$ cat src/sral_pkg.sv
// Constants, types and helpers for the security region host controller.
// Assumes a 100 MHz core clock; shared by the controller, bit engine and FIFO.
package sral_pkg;
  localparam int CLK_PERIOD_NS = 10;
  localparam int SCL_PERIOD_NS = 1000;
  // Least quarter of a serial clock period, rounded up to whole cycles
  localparam int QTR_CYC = (SCL_PERIOD_NS / 4 + CLK_PERIOD_NS - 1) / CLK_PERIOD_NS;
  localparam int QTR_W = 5;
  localparam logic [QTR_W-1:0] QTR_LAST = QTR_W'(QTR_CYC - 1);
  localparam logic [3:0] DEV_TYPE = 4'hB;
  localparam logic [7:0] WA_HI_REGION = 8'h08;
  localparam logic [7:0] WA_HI_LOCK = 8'h06;
  localparam logic [7:0] LOCK_DUMMY = 8'h00;
  localparam int UPPER_BIT = 7;
  localparam int DATA_W = 8;
  localparam int FIFO_DEPTH = 32;
  localparam logic [3:0] LAST_BIT = 4'h8;

  typedef enum logic [1:0] {OP_READ = 2'h0, OP_WRITE = 2'h1, OP_LOCK = 2'h2, OP_CHECK = 2'h3} sral_cmd_e;
  typedef enum logic [1:0] {BIT_START = 2'h0, BIT_WR = 2'h1, BIT_RD = 2'h2, BIT_STOP = 2'h3} sral_bop_e;
  typedef enum logic [1:0] {E_IDLE = 2'h0, E_START = 2'h1, E_BITS = 2'h3, E_STOP = 2'h2} sral_eng_e;
  typedef enum logic [3:0] {
    ST_IDLE = 4'h0, ST_START = 4'h1, ST_DEV = 4'h3, ST_WAHI = 4'h2, ST_WALO = 4'h6, ST_WDATA = 4'h7,
    ST_RSTART = 4'h5, ST_DEVR = 4'h4, ST_RDATA = 4'hC, ST_STOP = 4'hD, ST_DONE = 4'hF
  } sral_st_e;

  function automatic logic [7:0] sral_dev_byte(input logic [2:0] cs, input logic rd);
    sral_dev_byte = {DEV_TYPE, cs, rd};
  endfunction
endpackage

$ cat src/sral_host.sv
// Host controller for the security region of a serial-bus memory.
// Assumes pulled-up open-drain lines and a command source on core_clk.
// What this block does
// - Device type 1011b and chip-select bits matching the pins select the region.
// - Two word address bytes follow; bit 15 and 10 zero, bit 11 one.
// - No current-address reads; every read carries an explicit word address.
// - Any earlier command ends with Stop before the region is addressed.
// - Word address 0800h delivers the first serial-number byte.
// - A read ends with no acknowledge after the last byte, then Stop.
// - Writes use type 1011b, matching chip-select bits, write bit zero, both address bytes.
// - Lock is a byte write with word address bits 11 to 8 equal 0110b.
// - Lock still sends the low address byte and a data byte.
// - Check-lock sends device byte, first address byte with 0110b, then Stop.
// - Check-lock never sends the second address byte nor data.
`timescale 1ns/1ps
module sral_host
  import sral_pkg::*;
(
  input wire logic core_clk,
  input wire logic rstn,
  input wire logic cmd_valid,
  input wire sral_cmd_e cmd_op,
  input wire logic [7:0] cmd_addr,
  input wire logic [7:0] cmd_count,
  input wire logic [2:0] chip_select,
  output logic cmd_ready,
  output logic rsp_valid,
  output logic rsp_nack,
  output logic rsp_refused,
  output logic rd_valid,
  output logic [7:0] rd_data,
  input wire logic wr_valid,
  input wire logic [7:0] wr_data,
  output logic wr_ready,
  input wire logic scl_sense,
  output logic scl_val,
  output logic scl_oe,
  input wire logic sda_sense,
  output logic sda_val,
  output logic sda_oe
);
  sral_st_e state_q, state_d;
  sral_cmd_e op_q, op_d;
  logic [7:0] addr_q, addr_d, cnt_q, cnt_d, rd_data_q, rd_data_d;
  logic [2:0] cs_q, cs_d;
  logic bsy_q, bsy_d, nack_q, nack_d, err_q, err_d;
  logic rsp_valid_q, rsp_valid_d, rd_valid_q, rd_valid_d, ready_q, ready_d;
  logic go, tx_nack, f_valid, f_ready, bdone, back_n, lockish;
  logic [7:0] tx, f_data, brx;
  sral_bop_e bop;

  sral_fifo #(
    .W(DATA_W),
    .DEPTH(FIFO_DEPTH)
  ) u_fifo (
    .core_clk(core_clk),
    .rstn(rstn),
    .in_valid(wr_valid),
    .in_data(wr_data),
    .in_ready(wr_ready),
    .out_valid(f_valid),
    .out_data(f_data),
    .out_ready(f_ready)
  );

  sral_bit u_bit (
    .core_clk(core_clk),
    .rstn(rstn),
    .go(go),
    .op(bop),
    .tx_byte(tx),
    .tx_nack(tx_nack),
    .scl_sense(scl_sense),
    .sda_sense(sda_sense),
    .done(bdone),
    .rx_byte(brx),
    .ack_n(back_n),
    .scl_oe(scl_oe),
    .sda_oe(sda_oe)
  );

  always_comb
  begin
    state_d = state_q;
    op_d = op_q;
    addr_d = addr_q;
    cnt_d = cnt_q;
    cs_d = cs_q;
    bsy_d = bsy_q;
    nack_d = nack_q;
    err_d = err_q;
    rd_data_d = rd_data_q;
    rsp_valid_d = 1'b0;
    rd_valid_d = 1'b0;
    bop = BIT_WR;
    tx = 8'h00;
    tx_nack = 1'b0;
    go = 1'b0;
    f_ready = 1'b0;
    lockish = (op_q == OP_LOCK) || (op_q == OP_CHECK);
    case (state_q)
      ST_IDLE:
      begin
        if (cmd_valid)
        begin
          op_d = cmd_op;
          addr_d = cmd_addr;
          cnt_d = cmd_count;
          cs_d = chip_select;
          nack_d = 1'b0;
          err_d = 1'b0;
          // Refuse writes aimed at the read-only lower page
          if (cmd_op == OP_WRITE && !cmd_addr[UPPER_BIT])
          begin
            err_d = 1'b1;
            state_d = ST_DONE;
          end
          else
            state_d = ST_START;
        end
      end
      ST_START, ST_RSTART: bop = BIT_START;
      ST_DEV: tx = sral_dev_byte(cs_q, 1'b0);
      ST_DEVR: tx = sral_dev_byte(cs_q, 1'b1);
      ST_WAHI: tx = lockish ? WA_HI_LOCK : WA_HI_REGION;
      ST_WALO: tx = (op_q == OP_LOCK) ? LOCK_DUMMY : addr_q;
      ST_WDATA: tx = (op_q == OP_LOCK) ? LOCK_DUMMY : f_data;
      ST_RDATA:
      begin
        bop = BIT_RD;
        tx_nack = cnt_q == 8'h00;
      end
      ST_STOP: bop = BIT_STOP;
      ST_DONE:
      begin
        rsp_valid_d = 1'b1;
        state_d = ST_IDLE;
      end
      default: state_d = ST_IDLE;
    endcase

    // One bus step at a time; data writes wait for the FIFO
    if (state_q != ST_IDLE && state_q != ST_DONE && !bsy_q)
    begin
      if (!(state_q == ST_WDATA && op_q == OP_WRITE) || f_valid)
      begin
        go = 1'b1;
        bsy_d = 1'b1;
        f_ready = state_q == ST_WDATA && op_q == OP_WRITE;
      end
    end

    if (bdone)
    begin
      bsy_d = 1'b0;
      case (state_q)
        ST_START: state_d = ST_DEV;
        ST_RSTART: state_d = ST_DEVR;
        ST_DEV, ST_DEVR, ST_WAHI, ST_WALO, ST_WDATA:
        begin
          if (back_n)
          begin
            nack_d = 1'b1;
            state_d = ST_STOP;
          end
          else if (state_q == ST_DEV)
            state_d = ST_WAHI;
          else if (state_q == ST_DEVR)
            state_d = ST_RDATA;
          else if (state_q == ST_WAHI)
            state_d = (op_q == OP_CHECK) ? ST_STOP : ST_WALO;
          else if (state_q == ST_WALO)
            state_d = (op_q == OP_READ) ? ST_RSTART : ST_WDATA;
          else if (op_q == OP_LOCK || cnt_q == 8'h00)
            state_d = ST_STOP;
          else
            cnt_d = cnt_q - 8'h01;
        end
        ST_RDATA:
        begin
          rd_valid_d = 1'b1;
          rd_data_d = brx;
          if (cnt_q == 8'h00)
            state_d = ST_STOP;
          else
            cnt_d = cnt_q - 8'h01;
        end
        ST_STOP: state_d = ST_DONE;
        default: state_d = state_q;
      endcase
    end
    ready_d = state_d == ST_IDLE;
  end

  always_ff @(posedge core_clk or negedge rstn)
  begin
    if (!rstn)
    begin
      state_q <= ST_IDLE;
      op_q <= OP_READ;
      addr_q <= 8'h00;
      cnt_q <= 8'h00;
      cs_q <= 3'h0;
      bsy_q <= 1'b0;
      nack_q <= 1'b0;
      err_q <= 1'b0;
      rd_data_q <= 8'h00;
      rsp_valid_q <= 1'b0;
      rd_valid_q <= 1'b0;
      ready_q <= 1'b0;
    end
    else
    begin
      state_q <= state_d;
      op_q <= op_d;
      addr_q <= addr_d;
      cnt_q <= cnt_d;
      cs_q <= cs_d;
      bsy_q <= bsy_d;
      nack_q <= nack_d;
      err_q <= err_d;
      rd_data_q <= rd_data_d;
      rsp_valid_q <= rsp_valid_d;
      rd_valid_q <= rd_valid_d;
      ready_q <= ready_d;
    end
  end

  assign cmd_ready = ready_q;
  assign rsp_valid = rsp_valid_q;
  assign rsp_nack = nack_q;
  assign rsp_refused = err_q;
  assign rd_valid = rd_valid_q;
  assign rd_data = rd_data_q;
  assign scl_val = 1'b0;
  assign sda_val = 1'b0;
endmodule // sral_host

$ cat src/sral_fifo.sv
// Synchronous FIFO with valid/ready on both sides.
// Assumes one clock; in_ready comes from a flip-flop.
`timescale 1ns/1ps
module sral_fifo
  import sral_pkg::*;
#(
  parameter int W = DATA_W,
  parameter int DEPTH = FIFO_DEPTH
)
(
  input wire logic core_clk,
  input wire logic rstn,
  input wire logic in_valid,
  input wire logic [W-1:0] in_data,
  output logic in_ready,
  output logic out_valid,
  output logic [W-1:0] out_data,
  input wire logic out_ready
);
  localparam int AW = $clog2(DEPTH);
  logic [W-1:0] mem [DEPTH];
  logic [AW-1:0] wr_q, wr_d, rd_q, rd_d;
  logic [AW:0] cnt_q, cnt_d;
  logic rdy_q, rdy_d;
  logic push, pop;

  always_comb
  begin
    push = in_valid && rdy_q;
    pop = out_ready && (cnt_q != '0);
    wr_d = push ? wr_q + 1'b1 : wr_q;
    rd_d = pop ? rd_q + 1'b1 : rd_q;
    cnt_d = cnt_q + {{AW{1'b0}}, push} - {{AW{1'b0}}, pop};
    rdy_d = cnt_d < (AW+1)'(DEPTH);
  end

  always_ff @(posedge core_clk or negedge rstn)
  begin
    if (!rstn)
    begin
      wr_q <= '0;
      rd_q <= '0;
      cnt_q <= '0;
      rdy_q <= 1'b1;
    end
    else
    begin
      wr_q <= wr_d;
      rd_q <= rd_d;
      cnt_q <= cnt_d;
      rdy_q <= rdy_d;
    end
  end

  always_ff @(posedge core_clk)
  begin
    if (push)
      mem[wr_q] <= in_data;
  end

  assign in_ready = rdy_q;
  assign out_valid = cnt_q != '0;
  assign out_data = mem[rd_q];
endmodule // sral_fifo

$ cat src/sral_bit.sv
// Serial bus bit engine: Start, Stop, and nine-bit byte transfers.
// Assumes open-drain pins; enable high pulls the line low. Honours clock stretching.
`timescale 1ns/1ps
module sral_bit
  import sral_pkg::*;
(
  input wire logic core_clk,
  input wire logic rstn,
  input wire logic go,
  input wire sral_bop_e op,
  input wire logic [7:0] tx_byte,
  input wire logic tx_nack,
  input wire logic scl_sense,
  input wire logic sda_sense,
  output logic done,
  output logic [7:0] rx_byte,
  output logic ack_n,
  output logic scl_oe,
  output logic sda_oe
);
  sral_eng_e st_q, st_d;
  sral_bop_e op_q, op_d;
  logic [QTR_W-1:0] div_q, div_d;
  logic [1:0] qtr_q, qtr_d;
  logic [3:0] bit_q, bit_d;
  logic [7:0] sh_q, sh_d;
  logic nack_q, nack_d, done_q, done_d, ack_q, ack_d, scl_q, scl_d, sda_q, sda_d;
  logic scl1_q, scl2_q, sda1_q, sda2_q;
  logic tick, bitval;

  always_comb
  begin
    st_d = st_q;
    op_d = op_q;
    div_d = div_q;
    qtr_d = qtr_q;
    bit_d = bit_q;
    sh_d = sh_q;
    nack_d = nack_q;
    ack_d = ack_q;
    scl_d = scl_q;
    sda_d = sda_q;
    done_d = 1'b0;
    // Hold the phase while a released clock is still held low
    tick = (div_q == QTR_LAST) && !(!scl_q && !scl2_q);
    if (bit_q == LAST_BIT)
      bitval = (op_q == BIT_WR) ? 1'b1 : nack_q;
    else
      bitval = (op_q == BIT_WR) ? sh_q[7] : 1'b1;
    if (st_q == E_IDLE)
    begin
      if (go)
      begin
        st_d = (op == BIT_START) ? E_START : (op == BIT_STOP) ? E_STOP : E_BITS;
        op_d = op;
        sh_d = tx_byte;
        nack_d = tx_nack;
        div_d = '0;
        qtr_d = 2'h0;
        bit_d = 4'h0;
      end
    end
    else
    begin
      if (!(!scl_q && !scl2_q))
        div_d = (div_q == QTR_LAST) ? '0 : div_q + 1'b1;
      if (tick)
      begin
        qtr_d = qtr_q + 2'h1;
        case (st_q)
          E_START:
          begin
            case (qtr_q)
              2'h0: sda_d = 1'b0;
              2'h1: scl_d = 1'b0;
              2'h2: sda_d = 1'b1;
              default:
              begin
                scl_d = 1'b1;
                done_d = 1'b1;
                st_d = E_IDLE;
              end
            endcase
          end
          E_BITS:
          begin
            case (qtr_q)
              2'h0: sda_d = !bitval;
              2'h1: scl_d = 1'b0;
              2'h2:
              begin
                if (bit_q == LAST_BIT)
                  ack_d = sda2_q;
                else
                  sh_d = {sh_q[6:0], sda2_q};
              end
              default:
              begin
                scl_d = 1'b1;
                bit_d = bit_q + 4'h1;
                if (bit_q == LAST_BIT)
                begin
                  done_d = 1'b1;
                  st_d = E_IDLE;
                end
              end
            endcase
          end
          default:
          begin
            case (qtr_q)
              2'h0:
              begin
                scl_d = 1'b1;
                sda_d = 1'b1;
              end
              2'h1: scl_d = 1'b0;
              2'h2: sda_d = 1'b0;
              default:
              begin
                done_d = 1'b1;
                st_d = E_IDLE;
              end
            endcase
          end
        endcase
      end
    end
  end

  always_ff @(posedge core_clk or negedge rstn)
  begin
    if (!rstn)
    begin
      st_q <= E_IDLE;
      op_q <= BIT_START;
      div_q <= '0;
      qtr_q <= 2'h0;
      bit_q <= 4'h0;
      sh_q <= 8'h00;
      nack_q <= 1'b0;
      ack_q <= 1'b1;
      done_q <= 1'b0;
      scl_q <= 1'b0;
      sda_q <= 1'b0;
      scl1_q <= 1'b1;
      scl2_q <= 1'b1;
      sda1_q <= 1'b1;
      sda2_q <= 1'b1;
    end
    else
    begin
      st_q <= st_d;
      op_q <= op_d;
      div_q <= div_d;
      qtr_q <= qtr_d;
      bit_q <= bit_d;
      sh_q <= sh_d;
      nack_q <= nack_d;
      ack_q <= ack_d;
      done_q <= done_d;
      scl_q <= scl_d;
      sda_q <= sda_d;
      scl1_q <= scl_sense;
      scl2_q <= scl1_q;
      sda1_q <= sda_sense;
      sda2_q <= sda1_q;
    end
  end

  assign done = done_q;
  assign rx_byte = sh_q;
  assign ack_n = ack_q;
  assign scl_oe = scl_q;
  assign sda_oe = sda_q;
endmodule // sral_bit

$ cat config.mk
export PLATFORM = sky130hd
export DESIGN_NAME = sral_host
export DESIGN_NICKNAME = d
export VERILOG_FILES = /design/src/sral_pkg.sv /design/src/sral_host.sv /design/src/sral_fifo.sv /design/src/sral_bit.sv
export SDC_FILE = /design/constraint.sdc
export NUM_CORES = 1
export LEC_CHECK = 0
export ABC_CLOCK_PERIOD_IN_PS = 8600
export BUFFER_PORTS_ARGS = -buffer_cell sky130_fd_sc_hd__buf_4
export CORE_MARGIN = 2
export CORE_UTILIZATION = 65
export CTS_CLUSTER_SIZE = 25
export DETAILED_ROUTE_END_ITERATION = 12
export PLACE_DENSITY = 0.85
export SYNTH_ARGS = -nofsm -noshare
export SYNTH_HDL_FRONTEND = slang
export SYNTH_SLANG_ARGS = --single-unit
$ cat constraint.sdc
create_clock -name core_clk -period 8.6 [get_ports core_clk]
set_clock_uncertainty 0.15 [all_clocks]
set_input_delay 0.86 -clock core_clk [delete_from_list [all_inputs] [get_ports core_clk]]
set_output_delay 0.86 -clock core_clk [all_outputs]
set_load 0.03 [all_outputs]
Word-level counts from Yosys, hierarchy flattened
Memories as Yosys holds them, arrays and structs flattened.
Index checks and enable logic that the tools add are counted.
{"block": "word_totals", "romBits": 0, "output_inout_bits": 18, "latchBits": 0, "wordCells": 216, "mem_count": 1, "in_bits": 35, "ram_bits": 256, "register_bits": 88}
{"memory": "u_fifo.mem", "words": 32, "width": 8, "read_ports": 1, "rd_clocked_by_memory_dff": 0, "wr": 1, "line_no": "sral_fifo.sv:21", "text": "logic [W-1:0] mem [DEPTH];"}
{"block": "classes", "div_mod_pow": 0, "addsub": 8, "reduce_logical": 52, "bitwise_logic": 1, "shift": 0, "n_eq_ne": 30, "n_mux": 92, "n_lt_le_gt_ge": 1, "multipliers": 0}
{"operator": "8-bit two-way mux", "count": 18}
{"operator": "4-bit two-way mux", "count": 17}
{"operator": "8-bit case mux with 5 select lines", "count": 1}
{"operator": "1-bit two-way mux", "count": 31}
{"operator": "2-bit two-way mux", "count": 12}
{"operator": "5-bit two-way mux", "count": 4}
{"operator": "4-bit case mux with 5 select lines", "count": 1}
{"operator": "4-bit by 3-bit == test with 1-bit output, second input constant", "count": 4}
{"operator": "4-bit == test, second input constant", "count": 4}
{"operator": "8-bit case mux with 2 select lines", "count": 1}
{"operator": "4-bit AND reduction", "count": 4}
{"operator": "5-bit by 1-bit adder with 5-bit output, second input constant", "count": 3}
{"operator": "2-bit AND reduction", "count": 6}
{"operator": "2-bit nonzero test", "count": 6}
{"operator": "2-bit by 1-bit == test with 1-bit output, second input constant", "count": 5}
{"operator": "2-bit == test, second input constant", "count": 5}
{"operator": "1-bit case mux with 2 select lines", "count": 5}
{"operator": "5-bit AND reduction", "count": 2}
{"operator": "9-bit OR reduction", "count": 1}
{"operator": "4-bit by 2-bit == test with 1-bit output, second input constant", "count": 2}
{"operator": "1-bit logical AND", "count": 8}
{"operator": "2-bit zero test", "count": 4}
{"operator": "4-bit zero test", "count": 2}
{"operator": "8-bit zero test", "count": 1}
{"operator": "other kinds (23)", "count": 37}

Longest topological paths before layout
{"block": "depth", "word_depth": 14, "ltp_mapped": 15, "depth_no_buf": 14}

By module
From an unflattened synthesis, not the netlist that was laid out.
{"block": "unflattened", "cells_unflattened": 952, "hier_area_um2": 14944.3}
{"mod": "sral_fifo", "cells_each": 552, "instances": 1, "seq_area_each_um2": 8114.0, "area_each_um2": 10872.9}
{"mod": "sral_host", "cells_each": 250, "instances": 1, "seq_area_each_um2": 975.9, "area_each_um2": 2421.1}
{"mod": "sral_bit", "cells_each": 150, "instances": 1, "seq_area_each_um2": 807.0, "area_each_um2": 1650.3}

Least setup slack after synthesis
Ideal clock, no wire load.
{"block": "synth_path", "kind": "register to register", "start": "register state_q[0]", "end": "register u_fifo.rdy_q (netlist: u_fifo.in_ready)", "required_time_ns": 8.371, "setup_ns": 0.079, "t_arrival_ns": 2.630, "path_stages_with_launch": 15, "slack_ns": 5.741, "n_path_buf": 2, "synth_period_minus_slack_ns": 2.859, "path_cell_list": "dfrtp_1 -> buf_4 -> and4_1 -> nor3_4 -> and3_1 -> buf_2 -> ha_1 -> inv_1 -> ha_1 -> a21o_1 -> a21oi_1 -> o21bai_1 -> a21oi_1 -> xor2_1 -> inv_1"}
{"block": "synth_between", "elab_chain_len": 9, "word_cells_on_any_way": 13, "cone_classes": "add/sub (1); order compare (1); eq/ne (2); mux (2); reduce/logical (7)"}
{"item": "start, declared", "line_no": "sral_host.sv:42", "text": "sral_st_e state_q, state_d;"}
{"item": "start signal, assigned", "line_no": "sral_host.sv:214", "text": "state_q <= state_d;"}
{"item": "4-bit by 3-bit == test with 1-bit output", "line_no": "sral_host.sv:145, sral_host.sv:149"}
{"item": "1-bit logical AND", "line_no": "sral_host.sv:145, sral_host.sv:149"}
{"item": "1-bit zero test", "line_no": "sral_host.sv:145", "text": "if (!(state_q == ST_WDATA && op_q == OP_WRITE) || f_valid)"}
{"item": "1-bit logical OR", "line_no": "sral_host.sv:145"}
{"item": "1-bit two-way mux", "line_no": "sral_host.sv:145"}
{"item": "1-bit two-way mux *", "line_no": "sral_host.sv:143", "text": "if (state_q != ST_IDLE && state_q != ST_DONE && !bsy_q)"}
{"item": "1-bit logical AND *", "line_no": "sral_fifo.sv:30", "text": "pop = out_ready && (cnt_q != '0);"}
{"item": "named net u_fifo.pop", "line_no": "sral_fifo.sv:25", "text": "logic push, pop;"}
{"item": "6-bit by 1-bit subtractor with 6-bit output *", "line_no": "sral_fifo.sv:33", "text": "cnt_d = cnt_q + {{AW{1'b0}}, push} - {{AW{1'b0}}, pop};"}
{"item": "named net u_fifo.cnt_d[5]", "line_no": "sral_fifo.sv:23", "text": "logic [AW:0] cnt_q, cnt_d;"}
{"item": "6-bit less-than comparator *", "line_no": "sral_fifo.sv:34", "text": "rdy_d = cnt_d < (AW+1)'(DEPTH);"}
{"item": "named net u_fifo.rdy_d", "line_no": "sral_fifo.sv:24", "text": "logic rdy_q, rdy_d;"}
{"item": "end signal, assigned", "line_no": "sral_fifo.sv:51", "text": "rdy_q <= rdy_d;"}
{"item": "end, declared", "line_no": "sral_fifo.sv:24"}
The timed path passes the listed nets; every way through them passes the cells marked *.
A chain may end at the register's enable or synchronous reset.

Worst setup path after layout
{"block": "layout_path", "start": "register state_q[3]", "end": "register u_fifo.rdy_q (netlist: u_fifo.in_ready)"}
{"block": "layout_between", "elab_chain_len": 9, "word_cells_on_any_way": 13, "cone_classes": "add/sub (1); order compare (1); eq/ne (2); mux (2); reduce/logical (7)"}
{"item": "4-bit by 3-bit == test with 1-bit output", "line_no": "sral_host.sv:145, sral_host.sv:149"}
{"item": "1-bit logical AND", "line_no": "sral_host.sv:145, sral_host.sv:149"}
{"item": "1-bit zero test", "line_no": "sral_host.sv:145"}
{"item": "1-bit logical OR", "line_no": "sral_host.sv:145"}
{"item": "1-bit two-way mux", "line_no": "sral_host.sv:145"}
{"item": "1-bit two-way mux *", "line_no": "sral_host.sv:143"}
{"item": "1-bit logical AND *", "line_no": "sral_fifo.sv:30"}
{"item": "6-bit by 1-bit subtractor with 6-bit output *", "line_no": "sral_fifo.sv:33"}
{"item": "named net u_fifo.cnt_d[5]", "line_no": "sral_fifo.sv:23"}
{"item": "6-bit less-than comparator *", "line_no": "sral_fifo.sv:34"}
{"item": "named net u_fifo.rdy_d", "line_no": "sral_fifo.sv:24"}
Marks and branches as above.

==> flow_summary.ini <==
[synth]
asyncSetResetFlopFracSynth = 0.256
synth-seq-cells = 344
synth.yosys.seq_area_share = 0.661
synthDistinctLibCells = 89
synth_top_flop_cell = sky130_fd_sc_hd__edfxtp_1
synthesis.area_per_instance_um2 = 14.7
synthCells = 1016
synth-edff-count = 256
post_synth_instance_area_um2 = 15000
yosysWarnings = 0

[global_routing]
grt_max_degree = 83
grt_util_all_layers = 0.289
first_pass_grt_wire_length_um = 52400
globalRouteOverflowTotal = 0
first_global_vias = 9107
initial_antenna_violation_count = 0

[finish]
diodes = 0
post_route_cells_drive_above_1_share = 0.189
final_nets = 1122
fin_util = 0.736
area_overhead_of_the_layout_relative_to_synthesis_pct = 11.3
layout.cells.most_common = sky130_fd_sc_hd__edfxtp_1
fillers = 1327
layout.cells.most_common_list = sky130_fd_sc_hd__edfxtp_1, sky130_fd_sc_hd__nand2_1, sky130_fd_sc_hd__dfrtp_1, sky130_fd_sc_hd__nor2_1, sky130_fd_sc_hd__buf_4

[sta]
timing.setup.tns_ns = 0
worst_slack_ns = 5.12
clock.fmax_ghz = 0.287
finalWorstPathRequiredPeriod_ns = 3.48
slew_violations = 0
grt_setup_unrepaired = false
setup_viol_count_final = 0
final_hold_viol_count = 0
layout_worst_path_cycle_share = 0.405
tightestPinTransition_ns = 1.06
timing.max_slew.rel_slack = 0.293

[clock_network]
clock_insertion_delay_worst_skew_ns = 0.54
tritoncts = yes
cts_hold_buffers = 1
gates_resized_cts_repair = 0
cts_setup_buffers = 0
htree_levels = 2
worst_setup_hold_path_clk_slew_ns = 0.06
clockRootBuffer = sky130_fd_sc_hd__clkbuf_16
clock_sink_count = 344
tritoncts.num_buffers = 37
clk_path_buf_depth = 3

[floorplan]
fp.dieArea_um2 = 24300
die_height_um = 156
core_area_um2 = 22600
io-pin-count = 53
start_util = 0.662
std_cell_rows = 55
dieWidth_um = 156

[detailed_routing]
postRouteWirelength_um = 33800
first_pass_iters = 9
route.antenna.remaining_nets = 0
first_iter_violations = 1109
post_drt_via_cell_ratio = 6.65
drc_errors = 0
routed_wire_length_per_instance_um = 24.6
via_count = 9139

[critical_path]
path_max_fanout = 27
worstSetupStartpointType = flip-flop
endpoint_kind = flip-flop
crit_path_required_time_ns = 8.90
timing.critical_path.arrival_ns = 3.79
reg_to_reg_slack_setup_ns = 5.12
worst_path_class_setup = flip-flop to flip-flop
r2r-start = state_q[3]
ff2ff_path_depth = 12
timing.rr.end = u_fifo.in_ready

[placement]
gp_routability_congestion = 0.880
pre_cts_slack_ns = 5.21
port_buffers = 50
place_hpwl_um = 19900

[pwr]
switchingPower_uw = 1120
internal-power_uw = 3060
comb_power_share = 0.147
power_density_nw_per_um2 = 251
vdd_ir_drop_max_v = 0.000218
power_leakage_uw = 0.00589
switching_power_share_of_the_total = 0.269
power.share.clock = 0.374
seq_power_share = 0.479

[worst_hold_path]
startpoint_of_the_worst_hold_path = u_bit.scl1_q
sink_of_the_worst_hold_path = u_bit.scl2_q
hold_critical_path_depth = 0
hp-class = flip-flop to flip-flop

[job]
max-cap-violations = 0

[status]
status = finished, final reports clean
## sequential cells by signal, summed over array words and instances, names as in the netlist, 3 cells and up
register	count
rd_data	8
cnt_q	8
state_q	4
addr_q	8
u_fifo.wr_q	5
u_fifo.rd_q	5
u_fifo.mem	256
u_bit.bit_q	4
u_bit.rx_byte	8
u_bit.div_q	5
cs_q	3
u_fifo.cnt_q	6
## per-stage QoR
stage	instances	total power [µW]	hold WS (ns)	cell area (µm²)
6_report	1374	4180	0.206	16700
3_3_place_gp	1305	2590	0.197	15400
5_1_grt	1374	4330	0.209	16700
3_5_place_dp	1305	2630	0.198	15400
2_1_floorplan	1017	2450	0.195	15000
4_1_cts	1374	4190	0.206	16700
## synth_stat cells (all sizes together) (10+ instances only)
cell type    n  area share
a21oi       41       0.014
ha          26       0.022
nand3       15      0.0058
mux2i       49       0.033
clkbuf      18      0.0045
buf         35       0.018
o22ai       10      0.0042
a31oi       10      0.0042
nor2        73       0.018
o21ai       46       0.015
nand2       95       0.024
edfxtp     256        0.51
dfrtp       82        0.14
nor3        12      0.0048
inv         37      0.0093
mux4        49       0.074
## layer usage
layer	vias up	track usage	part of all wire
met1	4522	0.394	0.38
met3	100	0.0411	0.080
li1	3969	-	-
met5	-	0	0
met2	548	0.489	0.51
met4	0	0.0970	0.032
## worst max-delay path, stage by stage, from the launching register on
cell,delay (ns)
sky130_fd_sc_hd__dfrtp_1,0.69
sky130_fd_sc_hd__and4_1,0.42
sky130_fd_sc_hd__nor3_4,0.28
sky130_fd_sc_hd__and3_1,0.36
sky130_fd_sc_hd__ha_1,0.24
sky130_fd_sc_hd__inv_1,0.06
sky130_fd_sc_hd__ha_1,0.29
sky130_fd_sc_hd__a21o_1,0.19
sky130_fd_sc_hd__a21oi_1,0.21
sky130_fd_sc_hd__o21bai_1,0.08
sky130_fd_sc_hd__a21oi_1,0.18
sky130_fd_sc_hd__xor2_1,0.19
sky130_fd_sc_hd__inv_1,0.06
## cell type report
| cell class | count | area (µm²) | area share |
|---|---|---|---|
| Clock inverter | 20 | 171 | 0.0103 |
| Sequential cell | 344 | 9900 | 0.594 |
| Clock buffer | 48 | 1050 | 0.0630 |
| Multi-Input combinational cell | 583 | 4620 | 0.277 |
| Tap cell | 285 | 357 | 0.0214 |
| Timing Repair Buffer | 57 | 430 | 0.0258 |
| Inverter | 37 | 139 | 0.00833 |
## logic make-up (layout without fill, tap and decap cells)
family | Yosys count | after routing | synth area share
AOI/OAI and AO/OA | 174 | 174 | 0.0772
xor gates and xnor gates | 13 | 13 | 0.00760
adders and majority gates | 27 | 27 | 0.0231
buffers and inverters | 90 | 162 | 0.0314
DFF | 344 | 344 | 0.661
muxes | 107 | 107 | 0.113
other | 1 | 2 | 0.000250
and+or+nand+nor | 260 | 260 | 0.0867
## how the worst max path moves through the flow
stage,startpoint,to,slack [ns],depth (start not counted)
after global routing,state_q[3],u_fifo.in_ready,4.87,12
after global placement,state_q[3],u_fifo.in_ready,5.28,12
after detailed placement,state_q[3],u_fifo.in_ready,5.21,12
final,state_q[3],u_fifo.in_ready,5.12,12
after floorplan,state_q[0],u_fifo.in_ready,5.74,14
after CTS,state_q[3],u_fifo.in_ready,5.15,12
## power by group through the flow
stage	combinational, µW	sequential (µW)	clock [µW]
2_1_floorplan	456	2000	0
3_3_place_gp	572	2020	0
3_5_place_dp	597	2030	0
4_1_cts	614	2000	1570
5_1_grt	681	2010	1630
6_report	614	2000	1560
(Power assumes the default switching activity.)
